[config.mk]
export PLATFORM = sky130hd
export DESIGN_NAME = tdcrc_readout
export DESIGN_NICKNAME = d
export VERILOG_FILES = /design/src/tdcrc_readout.v
export VERILOG_INCLUDE_DIRS = /design/src
export SDC_FILE = /design/constraint.sdc
export NUM_CORES = 2
export LEC_CHECK = 0
export BUFFER_PORTS_ARGS = -buffer_cell sky130_fd_sc_hd__buf_4
export CAP_MARGIN = 20
export CELL_PAD_IN_SITES_DETAIL_PLACEMENT = 1
export CELL_PAD_IN_SITES_GLOBAL_PLACEMENT = 2
export CORE_ASPECT_RATIO = 1.2
export CORE_MARGIN = 2
export CORE_UTILIZATION = 45
export DETAILED_ROUTE_END_ITERATION = 7
export PLACE_DENSITY_LB_ADDON = 0.1
export SYNTH_ARGS = -nofsm -noshare
export SYNTH_HDL_FRONTEND = slang
export SYNTH_SLANG_ARGS = --single-unit
[constraint.sdc]
create_clock -name clk -period 16.7 [get_ports clk]
set_clock_uncertainty 0.15 [all_clocks]
set_input_delay 0.835 -clock clk [delete_from_list [all_inputs] [get_ports clk]]
set_output_delay 0.835 -clock clk [all_outputs]
set_load 0.05 [all_outputs]
[src/tdcrc_consts.vh]
// Constants for the converter result readout and control block
`ifndef TDCRC_CONSTS_VH
`define TDCRC_CONSTS_VH
// ****************************************************************
// Register word offsets
// ****************************************************************
`define TDCRC_ADR_CFG3 4'h3
`define TDCRC_ADR_CFG4 4'h4
`define TDCRC_ADR_CFG5 4'h5
`define TDCRC_ADR_CFG6 4'h6
`define TDCRC_ADR_CFG7 4'h7
`define TDCRC_ADR_QUEUE0 4'h8
`define TDCRC_ADR_QUEUE1 4'h9
`define TDCRC_ADR_STATUS 4'hA
`define TDCRC_ADR_ERRMSK 4'hB
`define TDCRC_ADR_IRQMSK 4'hC
`define TDCRC_ADR_BUSCFG 4'hE
// ****************************************************************
// Field positions
// ****************************************************************
`define TDCRC_MULT_LSB 0
`define TDCRC_TEST_SEL_BIT 24
`define TDCRC_TMR_ON_START_BIT 8
`define TDCRC_MODE_EN_BIT 9
`define TDCRC_TMR_ON_STOP_BIT 10
`define TDCRC_FULL_RST_BIT 22
`define TDCRC_PART_RST_BIT 23
`define TDCRC_PROC_TRIG_BIT 24
`define TDCRC_QUIET_BIT 26
`define TDCRC_FULL_ON_TRIG_BIT 21
`define TDCRC_FULL_ON_OE_BIT 22
`define TDCRC_PART_ON_TRIG_BIT 23
`define TDCRC_PART_ON_OE_BIT 24
`define TDCRC_TMR_LSB 13
`define TDCRC_IRQ_LSB 13
`define TDCRC_ERR_LSB 16
`define TDCRC_BUS16_BIT 4
// ****************************************************************
// Reset values and timing
// ****************************************************************
`define TDCRC_CFG_RESET 28'h000_0000
`define TDCRC_BUS16_VALUE 28'h000_0010
`define TDCRC_CLK_PERIOD_NS 25
`define TDCRC_FIRST_RESULT_NS 900
`define TDCRC_BLANK_FULL_NS 40
`define TDCRC_BLANK_PART_NS 75
`define TDCRC_MAX_RATE_MHZ 40
`endif

[src/tdcrc_readout.v]
// Result queues, post-processing, resets, timer and flags of the converter
`timescale 1ns/1ps
`default_nettype none
`include "tdcrc_consts.vh"

// Operation
// - One queue per channel, one push per clock
// - Pipeline subtracts selected start from stop
// - Bus 28 bits, 16 when word written
// - Output-enable pin low keeps drivers on
// - Empty and fill flags per queue, high
// - Fill flag at shared threshold count
// - Quiet mode processes only on trigger
// - First result about 900 ns after trigger
// - Start offset scaled by multiplier plus one
// - Result in bits 22..0, rest zero
// - Queue heads read at offsets 8, 9
// - Power-up reset clears config and queues, then blanks inputs
// - Full reset keeps config, clears queues
// - Partial reset keeps config and queues
// - Inputs blanked 40 ns or 75 ns, rounded up to 2 or 3 clocks
// - Interval timer, period up to 8191
// - Timer started by start, stop, either
// - Interrupt is OR of unmasked events
// - Error is OR of unmasked events
// - Test inputs replace measurement inputs
// - Start offset added to each interval
module tdcrc_readout #(
	parameter DEPTH = 16,
	parameter AW = 4
) (
	// Clock and reset (rst is the inverted power-up reset pin)
	input wire clk,
	input wire rst,
	// Register port
	input wire [3:0] addr,
	input wire [27:0] wdata,
	input wire wr,
	input wire rd,
	output reg [27:0] rdata,
	// Data bus driver control
	input wire output_enable_pin_n,
	output reg bus_oe_n,
	// Processing trigger pin
	input wire proc_trigger_pin,
	// Raw hits from the measurement core
	input wire hit_valid,
	input wire hit_is_start,
	input wire hit_chan,
	input wire [22:0] hit_time,
	// Raw hits from the test inputs
	input wire test_valid,
	input wire test_is_start,
	input wire test_chan,
	input wire [22:0] test_time,
	// Core status events
	input wire [7:0] hit_queue_full,
	input wire hit_queues_empty,
	input wire pll_unlocked,
	// Flags
	output wire [1:0] queue_empty_flag,
	output wire [1:0] queue_fill_level_flag,
	output wire irq_flag,
	output wire err_flag
);
	// ****************************************************************
	// Derived timing
	// ****************************************************************
	// Typical figure, rounded up to whole cycles
	localparam LAT_CYC = (`TDCRC_FIRST_RESULT_NS + `TDCRC_CLK_PERIOD_NS - 1)
		/ `TDCRC_CLK_PERIOD_NS;
	localparam BLK_FULL = (`TDCRC_BLANK_FULL_NS + `TDCRC_CLK_PERIOD_NS - 1)
		/ `TDCRC_CLK_PERIOD_NS;
	localparam BLK_PART = (`TDCRC_BLANK_PART_NS + `TDCRC_CLK_PERIOD_NS - 1)
		/ `TDCRC_CLK_PERIOD_NS;
	// Processing states, one-hot
	localparam ST_IDLE = 3'b001;
	localparam ST_WAIT = 3'b010;
	localparam ST_PROC = 3'b100;

	// Offset in base bins times three, times multiplier plus one
	function [22:0] scale_offset;
		input [17:0] off;
		input [4:0] mult;
		input mode_en;
		reg [29:0] prod;
		begin
			prod = {12'h000, off} * 30'd3;
			if (mode_en) begin
				prod = prod * ({25'h000_0000, mult} + 30'd1);
			end
			scale_offset = prod[22:0];
		end
	endfunction

	// ****************************************************************
	// Configuration registers
	// ****************************************************************
	reg [27:0] cfg3_reg; // Multiplier and test select
	reg [27:0] cfg4_reg; // Mode, quiet, timer sources
	reg [27:0] cfg5_reg; // Start offset, pin reset enables
	reg [27:0] cfg6_reg; // Fill threshold
	reg [27:0] cfg7_reg; // Timer period
	reg [27:0] errmsk_reg; // Error event mask
	reg [27:0] irqmsk_reg; // Interrupt event mask
	reg [27:0] buscfg_reg; // Bus width
	reg half_reg; // 16-bit mode word pointer
	reg [15:0] wlow_reg; // Low half of a split write
	wire bus16 = buscfg_reg[`TDCRC_BUS16_BIT];
	wire quiet = cfg4_reg[`TDCRC_QUIET_BIT];
	wire [4:0] mult = cfg3_reg[`TDCRC_MULT_LSB +: 5];
	wire [12:0] tmr_period = cfg7_reg[`TDCRC_TMR_LSB +: 13];
	// A write counts once both halves arrived in 16-bit mode
	wire wr_eff = wr & (~bus16 | half_reg);
	wire [27:0] wd_eff = bus16 ? {wdata[11:0], wlow_reg} : wdata;
	wire wr4 = wr_eff & (addr == `TDCRC_ADR_CFG4);

	// Config registers only fall to power-up reset
	always @(posedge clk or posedge rst) begin
		if (rst) begin
			cfg3_reg <= `TDCRC_CFG_RESET;
			cfg4_reg <= `TDCRC_CFG_RESET;
			cfg5_reg <= `TDCRC_CFG_RESET;
			cfg6_reg <= `TDCRC_CFG_RESET;
			cfg7_reg <= `TDCRC_CFG_RESET;
			errmsk_reg <= `TDCRC_CFG_RESET;
			irqmsk_reg <= `TDCRC_CFG_RESET;
			buscfg_reg <= `TDCRC_CFG_RESET;
			half_reg <= 1'b0;
			wlow_reg <= 16'h0000;
		end else begin
			// Pointer toggles on every strobe while narrow
			if (bus16 & (wr | rd)) begin
				half_reg <= ~half_reg;
			end else if (~bus16) begin
				half_reg <= 1'b0;
			end
			if (bus16 & wr & ~half_reg) begin
				wlow_reg <= wdata[15:0];
			end
			if (wr_eff) begin
				case (addr)
				`TDCRC_ADR_CFG3: cfg3_reg <= wd_eff;
				// Strobe bits self-clear; only mode bits stay
				`TDCRC_ADR_CFG4: begin
					cfg4_reg <= wd_eff & ~28'h1C0_0000;
				end
				`TDCRC_ADR_CFG5: cfg5_reg <= wd_eff;
				`TDCRC_ADR_CFG6: cfg6_reg <= wd_eff;
				`TDCRC_ADR_CFG7: cfg7_reg <= wd_eff;
				`TDCRC_ADR_ERRMSK: errmsk_reg <= wd_eff;
				`TDCRC_ADR_IRQMSK: irqmsk_reg <= wd_eff;
				`TDCRC_ADR_BUSCFG: buscfg_reg <= wd_eff;
				default: begin
				end
				endcase
			end
		end
	end

	// ****************************************************************
	// Pin synchronisers and reset sources
	// ****************************************************************
	reg [1:0] trig_sync_reg; // Trigger pin, stage 0 feeds stage 1 only
	reg trig_last_reg; // Previous synchronised trigger
	reg [1:0] oe_sync_reg; // Output-enable pin synchroniser
	reg oe_last_reg; // Previous synchronised enable
	wire trig_rise = trig_sync_reg[1] & ~trig_last_reg;
	wire oe_fall = ~oe_sync_reg[1] & oe_last_reg;

	// Two flops each; edges detected after the second only
	always @(posedge clk or posedge rst) begin
		if (rst) begin
			trig_sync_reg <= 2'b00;
			trig_last_reg <= 1'b0;
			oe_sync_reg <= 2'b11;
			oe_last_reg <= 1'b1;
		end else begin
			trig_sync_reg <= {trig_sync_reg[0], proc_trigger_pin};
			trig_last_reg <= trig_sync_reg[1];
			oe_sync_reg <= {oe_sync_reg[0], output_enable_pin_n};
			oe_last_reg <= oe_sync_reg[1];
		end
	end

	// Pin triggers depend on quiet mode and enables
	wire full_rst = (wr4 & wd_eff[`TDCRC_FULL_RST_BIT]) |
		(~quiet & trig_rise & cfg5_reg[`TDCRC_FULL_ON_TRIG_BIT]) |
		(quiet & oe_fall & cfg5_reg[`TDCRC_FULL_ON_OE_BIT]);
	wire part_rst = (wr4 & wd_eff[`TDCRC_PART_RST_BIT]) |
		(~quiet & trig_rise & cfg5_reg[`TDCRC_PART_ON_TRIG_BIT]) |
		(quiet & oe_fall & cfg5_reg[`TDCRC_PART_ON_OE_BIT]);
	wire any_rst = full_rst | part_rst;
	// Quiet processing trigger: pin edge or software bit
	wire proc_trig = quiet & (trig_rise |
		(wr4 & wd_eff[`TDCRC_PROC_TRIG_BIT]));

	// ****************************************************************
	// Input blanking and hit selection
	// ****************************************************************
	reg [1:0] blank_reg; // Cycles left with inputs closed

	// Full reset wins the shorter window only if alone
	always @(posedge clk or posedge rst) begin
		if (rst) begin
			blank_reg <= BLK_FULL[1:0];
		end else if (part_rst) begin
			blank_reg <= BLK_PART[1:0];
		end else if (full_rst) begin
			blank_reg <= BLK_FULL[1:0];
		end else if (blank_reg != 2'd0) begin
			blank_reg <= blank_reg - 2'd1;
		end
	end

	// Test inputs take the place of the core hits
	wire tsel = cfg3_reg[`TDCRC_TEST_SEL_BIT];
	wire h_valid = (tsel ? test_valid : hit_valid) &
		(blank_reg == 2'd0);
	wire h_start = tsel ? test_is_start : hit_is_start;
	wire h_chan = tsel ? test_chan : hit_chan;
	wire [22:0] h_time = tsel ? test_time : hit_time;

	// ****************************************************************
	// Hit holding and post-processing pipeline
	// ****************************************************************
	reg start_ok_reg; // A start has been seen
	reg [22:0] start_t_reg; // Latest start time stamp
	reg [1:0] stop_ok_reg; // One stop held per channel
	reg [22:0] stop_t_reg [0:1]; // Held stop times
	reg [2:0] st_reg; // Processing state
	reg [5:0] lat_reg; // Latency count before first result
	reg ch_reg; // Channel under processing
	reg s1_valid_reg; // Stage 1 holds a difference
	reg s1_ch_reg; // Stage 1 channel
	reg [22:0] s1_val_reg; // Stop minus start
	reg push_reg; // Stage 2 pushes this cycle
	reg push_ch_reg; // Stage 2 channel
	reg [22:0] push_val_reg; // Final result
	wire [22:0] offset_bins = scale_offset(
		cfg5_reg[17:0], mult, cfg4_reg[`TDCRC_MODE_EN_BIT]);

	// Holds the start until a reset, and stops until processing takes them
	always @(posedge clk or posedge rst) begin
		if (rst) begin
			start_ok_reg <= 1'b0;
			start_t_reg <= 23'h00_0000;
			stop_ok_reg <= 2'b00;
			stop_t_reg[0] <= 23'h00_0000;
			stop_t_reg[1] <= 23'h00_0000;
		end else if (any_rst) begin
			start_ok_reg <= 1'b0;
			stop_ok_reg <= 2'b00;
		end else begin
			if (st_reg == ST_PROC) begin
				stop_ok_reg[ch_reg] <= 1'b0;
			end
			if (h_valid & h_start) begin
				start_ok_reg <= 1'b1;
				start_t_reg <= h_time;
			end else if (h_valid & ~stop_ok_reg[h_chan]) begin
				stop_ok_reg[h_chan] <= 1'b1;
				stop_t_reg[h_chan] <= h_time;
			end
		end
	end

	// Sequencer: wait after a quiet trigger, then one channel a cycle
	always @(posedge clk or posedge rst) begin
		if (rst) begin
			st_reg <= ST_IDLE;
			lat_reg <= 6'd0;
			ch_reg <= 1'b0;
		end else if (any_rst) begin
			st_reg <= ST_IDLE;
			lat_reg <= 6'd0;
			ch_reg <= 1'b0;
		end else begin
			case (st_reg)
			ST_IDLE: begin
				ch_reg <= 1'b0;
				if (proc_trig) begin
					st_reg <= ST_WAIT;
					lat_reg <= LAT_CYC[5:0] - 6'd3;
				end else if (~quiet & start_ok_reg &
					(stop_ok_reg != 2'b00)) begin
					st_reg <= ST_PROC;
				end
			end
			ST_WAIT: begin
				// Pipeline depth makes up the remaining cycles
				if (lat_reg == 6'd0) begin
					st_reg <= ST_PROC;
				end else begin
					lat_reg <= lat_reg - 6'd1;
				end
			end
			ST_PROC: begin
				ch_reg <= ~ch_reg;
				if (ch_reg) begin
					st_reg <= ST_IDLE;
				end
			end
			default: st_reg <= ST_IDLE;
			endcase
		end
	end

	// Two stages: select and subtract, then add offset and trim
	always @(posedge clk or posedge rst) begin
		if (rst) begin
			s1_valid_reg <= 1'b0;
			s1_ch_reg <= 1'b0;
			s1_val_reg <= 23'h00_0000;
			push_reg <= 1'b0;
			push_ch_reg <= 1'b0;
			push_val_reg <= 23'h00_0000;
		end else if (any_rst) begin
			s1_valid_reg <= 1'b0;
			push_reg <= 1'b0;
		end else begin
			s1_valid_reg <= (st_reg == ST_PROC) & start_ok_reg &
				stop_ok_reg[ch_reg];
			s1_ch_reg <= ch_reg;
			s1_val_reg <= stop_t_reg[ch_reg] - start_t_reg;
			push_reg <= s1_valid_reg;
			push_ch_reg <= s1_ch_reg;
			push_val_reg <= s1_val_reg + offset_bins;
		end
	end

	// ****************************************************************
	// Interface queues
	// ****************************************************************
	reg [22:0] qmem [0:2*DEPTH-1]; // Both queues, channel in top index
	reg [AW-1:0] wp_reg [0:1]; // Write pointers
	reg [AW-1:0] rp_reg [0:1]; // Read pointers
	reg [AW:0] cnt_reg [0:1]; // Fill counts
	wire [1:0] q_full;
	wire [1:0] pop;
	wire rd_q = rd & ((addr == `TDCRC_ADR_QUEUE0) |
		(addr == `TDCRC_ADR_QUEUE1));
	integer i;

	genvar g;
	generate
		for (g = 0; g < 2; g = g + 1) begin : g_flag
			assign q_full[g] = (cnt_reg[g] == DEPTH[AW:0]);
			assign queue_empty_flag[g] = (cnt_reg[g] == {(AW+1){1'b0}});
			// Compared straight from the count, may spike during reads
			assign queue_fill_level_flag[g] =
				({{(27-AW){1'b0}}, cnt_reg[g]} >= cfg6_reg) &
				(cfg6_reg != 28'h000_0000);
			// Second half pops in 16-bit mode; empty reads are ignored
			assign pop[g] = rd_q & (addr[0] == g) &
				(~bus16 | half_reg) & ~queue_empty_flag[g];
		end
	endgenerate

	// Full reset empties queues, partial reset leaves them
	always @(posedge clk or posedge rst) begin
		if (rst) begin
			for (i = 0; i < 2; i = i + 1) begin
				wp_reg[i] <= {AW{1'b0}};
				rp_reg[i] <= {AW{1'b0}};
				cnt_reg[i] <= {(AW+1){1'b0}};
			end
		end else if (full_rst) begin
			for (i = 0; i < 2; i = i + 1) begin
				wp_reg[i] <= {AW{1'b0}};
				rp_reg[i] <= {AW{1'b0}};
				cnt_reg[i] <= {(AW+1){1'b0}};
			end
		end else begin
			for (i = 0; i < 2; i = i + 1) begin
				// Results meeting a full queue are dropped
				if (push_reg & (push_ch_reg == i) & ~q_full[i]) begin
					qmem[{i[0], wp_reg[i]}] <= push_val_reg;
					wp_reg[i] <= wp_reg[i] + {{(AW-1){1'b0}}, 1'b1};
				end
				if (pop[i]) begin
					rp_reg[i] <= rp_reg[i] + {{(AW-1){1'b0}}, 1'b1};
				end
				if ((push_reg & (push_ch_reg == i) & ~q_full[i]) &
					~pop[i]) begin
					cnt_reg[i] <= cnt_reg[i] + {{AW{1'b0}}, 1'b1};
				end else if (pop[i] & ~(push_reg &
					(push_ch_reg == i) & ~q_full[i])) begin
					cnt_reg[i] <= cnt_reg[i] - {{AW{1'b0}}, 1'b1};
				end
			end
		end
	end

	// ****************************************************************
	// Interval timer and flags
	// ****************************************************************
	reg [12:0] tmr_reg; // Remaining periods
	reg tmr_run_reg; // Timer counting
	reg tmr_done_reg; // Sticky expiry
	wire tmr_go = h_valid & ((h_start & cfg4_reg[`TDCRC_TMR_ON_START_BIT]) |
		(~h_start & cfg4_reg[`TDCRC_TMR_ON_STOP_BIT]));

	// Counts clock periods; expiry stays until a reset
	always @(posedge clk or posedge rst) begin
		if (rst) begin
			tmr_reg <= 13'h0000;
			tmr_run_reg <= 1'b0;
			tmr_done_reg <= 1'b0;
		end else if (any_rst) begin
			tmr_run_reg <= 1'b0;
			tmr_done_reg <= 1'b0;
		end else if (tmr_go & ~tmr_run_reg & (tmr_period != 13'h0000)) begin
			tmr_reg <= tmr_period - 13'h0001;
			tmr_run_reg <= 1'b1;
		end else if (tmr_run_reg) begin
			if (tmr_reg == 13'h0000) begin
				tmr_run_reg <= 1'b0;
				tmr_done_reg <= 1'b1;
			end else begin
				tmr_reg <= tmr_reg - 13'h0001;
			end
		end
	end

	wire [12:0] irq_ev = {tmr_done_reg, hit_queues_empty, pll_unlocked,
		q_full, hit_queue_full};
	wire [10:0] err_ev = {pll_unlocked, q_full, hit_queue_full};
	assign irq_flag = |(irq_ev & irqmsk_reg[`TDCRC_IRQ_LSB +: 13]);
	assign err_flag = |(err_ev & errmsk_reg[`TDCRC_ERR_LSB +: 11]);

	// ****************************************************************
	// Read data and bus driver control
	// ****************************************************************
	reg [27:0] word; // Full word at the read address

	always @* begin
		case (addr)
		`TDCRC_ADR_CFG3: word = cfg3_reg;
		`TDCRC_ADR_CFG4: word = cfg4_reg;
		`TDCRC_ADR_CFG5: word = cfg5_reg;
		`TDCRC_ADR_CFG6: word = cfg6_reg;
		`TDCRC_ADR_CFG7: word = cfg7_reg;
		`TDCRC_ADR_QUEUE0: word = {5'h00, qmem[{1'b0, rp_reg[0]}]};
		`TDCRC_ADR_QUEUE1: word = {5'h00, qmem[{1'b1, rp_reg[1]}]};
		`TDCRC_ADR_STATUS: word = {18'h0_0000, tmr_done_reg,
			tmr_run_reg, irq_flag, err_flag, q_full,
			queue_fill_level_flag, queue_empty_flag};
		`TDCRC_ADR_ERRMSK: word = errmsk_reg;
		`TDCRC_ADR_IRQMSK: word = irqmsk_reg;
		`TDCRC_ADR_BUSCFG: word = buscfg_reg;
		default: word = 28'h000_0000;
		endcase
	end

	// Read data for one cycle; drivers on while pin low
	always @(posedge clk or posedge rst) begin
		if (rst) begin
			rdata <= 28'h000_0000;
			bus_oe_n <= 1'b1;
		end else begin
			bus_oe_n <= ~(rd | ~output_enable_pin_n);
			if (rd & bus16) begin
				rdata <= half_reg ? {16'h0000, word[27:16]} :
					{12'h000, word[15:0]};
			end else if (rd) begin
				rdata <= word;
			end else begin
				rdata <= 28'h000_0000;
			end
		end
	end

endmodule // tdcrc_readout
`default_nettype wire

; ---- Yosys cells after proc, flatten, opt, wreduce, memory -nomap -nowiden
; Memory sizes are Yosys's and may differ from the RTL's.
; Index checks and enable logic that the tools add are counted.
[classes]
add_sub_neg = 15
mul = 2
n_lt_le_gt_ge = 9
n_eq_ne = 24
n_mux = 81
n_bitwise = 88
reduce_logical = 45
[op_table]
columns = operator, count
row1 = $pmux W28 S11, 1
row2 = $mux W23, 7
row3 = $mux W28, 3
row4 = $ge A5 B28 Y1, 2
row5 = $and A1 B1 Y1, 47
row6 = $bwmux W46, 1
row7 = $mux W13, 3
row8 = $mux W1, 31
row9 = $reduce_bool A28 Y1, 1
row10 = $sub A13 B1 Y13 const B, 2
row11 = $mux W5, 5
row12 = $eq A4 B4 Y1 const B, 6
row13 = $add A23 B23 Y23, 1
row14 = $demux W23 S1, 1
row15 = $mul A20 B6 Y23, 1
row16 = $not A1 Y1, 23
row17 = $reduce_or A23 Y1, 1
row18 = $sub A23 B23 Y23, 1
row19 = $mul A18 B2 Y20 const B, 1
row20 = $reduce_bool A2 Y1, 10
row21 = $mux W6, 3
row22 = $reduce_and A2 Y1, 9
row23 = $add A4 B1 Y4 const B, 4
row24 = $eq A4 B3 Y1 const B, 4
row25 = other kinds (46), 96
[word_totals]
regBits = 448
ram_bits = 736
in_bits = 100
output_inout_bits = 35
elab_cells = 305
memories = 1
[memory_table]
columns = memory, words, width, rd, rd_clocked_by_memory_dff, wr, line_no
row1 = qmem, 32, 23, 2, 0, 1, tdcrc_readout.v:335  ; reg [22:0] qmem [0:2*DEPTH-1];

; ---- Depth between registers and ports, before layout
[depth]
depth_word = 13
depth_mapped = 35
ltp_nobuf = 35

; ---- Least setup slack after synthesis
; OpenSTA, ideal clock, no wires.
[synth_path]
kind = flip-flop to flip-flop
startpoint = register cfg5_reg[0]
endpoint = register push_val_reg[22]
setup_ps = 82
t_arrival_ps = 7225
required_ps = 16468
setup_slack_ps = 9243
path_stages_with_launch = 34
n_path_buf = 0
period_less_slack_ps = 7457
path_cell_list = dfrtp_1 -> ha_1 -> inv_1 -> fa_1 -> inv_1 -> a21o_1 -> a21oi_1 -> xor2_1 -> nor2_1 -> fa_1 -> inv_1 -> fa_1 -> fa_1 -> inv_1 -> ha_1 -> nor2b_1 -> o21ai_0 -> a21oi_1 -> o21ai_0 -> a21oi_1 -> o21a_1 -> o21a_1 -> o21a_1 -> or3_1 -> a31o_2 -> ha_1 -> nor2b_1 -> a41o_1 -> o41a_1 -> a211oi_1 -> o21bai_1 -> xnor2_1 -> a21o_2 -> a31oi_1
[synth_via]
elab_chain_len = 4
[synth_lines]
columns = item, line_no
row1 = "start, declared", tdcrc_readout.v:101  ; reg [27:0] cfg5_reg;
row2 = "start signal, assigned", tdcrc_readout.v:123  ; cfg5_reg <= `TDCRC_CFG_RESET;
row3 = "start signal, assigned", tdcrc_readout.v:148  ; `TDCRC_ADR_CFG5: cfg5_reg <= wd_eff;
row4 = $mul A18 B2 Y20 (*), tdcrc_readout.v:88  ; prod = {12'h000, off} * 30'd3;
row5 = $mul A20 B6 Y23, tdcrc_readout.v:90  ; prod = prod * ({25'h000_0000, mult} + 30'd1);
row6 = $mux W23 (*), tdcrc_readout.v:89  ; if (mode_en) begin
row7 = $add A23 B23 Y23 (*), tdcrc_readout.v:328  ; push_val_reg <= s1_val_reg + offset_bins;
row8 = "end signal, assigned", tdcrc_readout.v:328
row9 = "end, declared", tdcrc_readout.v:239  ; reg [22:0] push_val_reg;
; Every way passes the cells marked *; elsewhere a longest branch is shown, timed or not.
; A chain may end at the register's enable or synchronous reset.

; ---- Worst setup path after layout
; Same ends and word-level chain as after synthesis.

==> results.cfg <==
[run_status]
outcome = finished, violations left
violations = negative hold slack

[yosys]
ys_warn_count = 0
synth_nets = 4222
syn_inst = 3933
ys_seq_area_share_pct = 61.8
synthArstFlopShare_pct = 37.8
syn_avg_cell_area_sq_um = 13.7
synthTopCellsByArea = edfxtp_1, dfrtp_1, mux4_2
synth-seq-cells = 1184
ys.flop_type = edfxtp_1
synth_top_area_share_pct = 41.0
synth_cell_type_count = 79
yosysTopAreaCell = edfxtp_1
synth_edf_count = 736
netlist_area_sq_um = 54000

[critical_path]
slowest_delay_ns = 0.55
crit_arrival_ns = 8.70
crit_required_ns = 17.18
critPathLaunchType = flip-flop
rrSetupSlack_ns = 8.48
r2r_cells = 33
slowest_stage = fa_1
crit_path_end_kind = flip-flop
r2r_end = push_val_reg[22]
path_class = flip-flop to flip-flop
crit_fanout = 9
reg2reg_from = cfg5_reg[0]

[timing]
hold_viol_final = 1
max_clock_freq_mhz = 122
fin_ws_ns = 8.48
slew_viol_final = 0
setup_tns_ns = 0
hold_ws_ns = -0.0148
tightest_slew_ns = 1.15
setup_violations = 0
rsz0062_at_grt = no
relSlewSlack_pct = 21.2
min_period_over_period_pct = 49.2
min_period_ns = 8.22

[cells_and_area]
final_common_cell = edfxtp_1
final_util_pct = 51.4
fin_area_sq_um = 61400
drive_gt1_share_pct = 18.6
nets = 4391
area_growth_pct = 13.7
largest_register_ffs = 736
layout_common_cells = edfxtp_1, dfrtp_1, nand2_1

[floorplan]
coreArea_sq_um = 119000
dieWidth_um = 320
rows = 139
die_area_sq_um = 123000
start_util_pct = 45.2
io_pins = 135
die_y_um = 383

[drt]
vias = 33600
antenna_left = 0
first_pass_iters = 5
drt-vias-per-instance = 5.84
wl_um = 159000
dr.first_iter.drc_count = 2547
drc = 0
wl_per_cell_um = 27.6

[global_route]
grt_pass1_wl_um = 237000
grt_pass1_vias = 35400
grt.total_usage_pct = 26.3
antenna_found_initial = 4
grt_max_degree = 84
globalRouteOverflowTotal = 0

[cts]
cts-root-buf = clkbuf_16
cts-buffers-inserted = 119
cts_num_sinks = 1184
clkLatencyLatePin_ns = 0.77
clk_path_buf_depth = 3
cts.clk_slew.worst_paths_ns = 0.06
cts_tree = built
cts.repair.resized = 0
cts_setup_buffers = 0
htree_levels = 3

[pwr]
power.density_nw_per_um2 = 202
ir_drop_uv = 184
p_leak_nw = 23.1

[min_path]
holdCritPathClass = primary input to asynchronous set/reset pin

[placed_design]
dp_hpwl_um = 104000
place_ws_ns = 8.49
placed_area_sq_um = 57200
numPortBuffers = 134
place_congestion = 0.820

[flow_run]
drv_cap = 0
## cell usage after synthesis, drive strengths merged (10+ instances only)
master    n
and2     11
nand2b   32
a21o     27
a221oi   26
nor4     13
o21a     19
nor3     46
or3      24
a22oi    71
nand2   424
nand3b   10
xor2     39
fa       76
nor2    267
a211oi   28
o21ai   379
and3     13
a21oi   134
xnor2    43
inv     156
or2      15
buf      54
dfrtp   442
nand3    49
clkbuf  146
edfxtp  736
ha      113
mux2     40
nand4    28
mux2i    79
nor2b    25
mux4    230
a22o     22
## worst max-delay path: cells and delay by family, from the launching register on
kind,cells,cell delay [ns]
and+or+nand+nor,4,0.74
buffers and inverters,4,0.24
AOI/OAI and AO/OA,16,3.17
DFF,1,0.46
adders and majority gates,7,2.81
xor gates and xnor gates,2,0.59
## through the flow
stage,total power [mW],std cells
6_report,12.4,5758
3_3_place_gp,9.60,5514
5_1_grt,13.4,5757
4_1_cts,12.5,5747
3_5_place_dp,9.72,5520
2_1_floorplan,8.00,3933
## area by class of cell
type | instances | area (sq um)
fillers | 11700 | 57900
clock inverters | 62 | 739
clock buffers | 163 | 3200
repair buffers | 248 | 2110
inverters | 156 | 593
flip-flops and latches | 1184 | 33300
diodes | 1 | 2.50
multi-input cells | 2393 | 19400
well taps | 1551 | 1940
## worst max-delay path by stage
stage                                   to         from
after floorplan               blank_reg[0]          rst
after global placement    push_val_reg[22]  cfg5_reg[0]
after detailed placement  push_val_reg[22]  cfg5_reg[0]
after CTS                 push_val_reg[22]  cfg5_reg[0]
after global routing      push_val_reg[22]  cfg5_reg[0]
final                     push_val_reg[22]  cfg5_reg[0]
## timing repair
action	CTS	global route
endpoints found under the hold margin	2	0
hold buffers	2	0
endpoints found under the setup margin	0	0
## report_power, final
part / total [mW] / switching, mW / internal (mW)
combinational: 5.54 / 3.35 / 2.19
clock: 2.71 / 1.19 / 1.52
sequential: 4.15 / 0.369 / 3.78
total: 12.4 / 4.91 / 7.49
## layer usage
layer,global-route usage (%),part of all wire [%],vias up,routed length (um)
met5,0,0,-,0
met4,7.83,2.6,0,4140
met3,3.08,4.4,224,6930
met2,44.6,50,776,79300
met1,35.7,43,17700,68300
li1,-,-,15000,-
## kinds of logic after synthesis
family | synth area share, %
AOI/OAI and AO/OA | 9.01
xor gates and xnor gates | 1.37
adders and majority gates | 5.44
buffers and inverters | 2.52
DFF | 61.8
muxes | 11.9
and+or+nand+nor | 7.98
(Power assumes the default switching activity.)
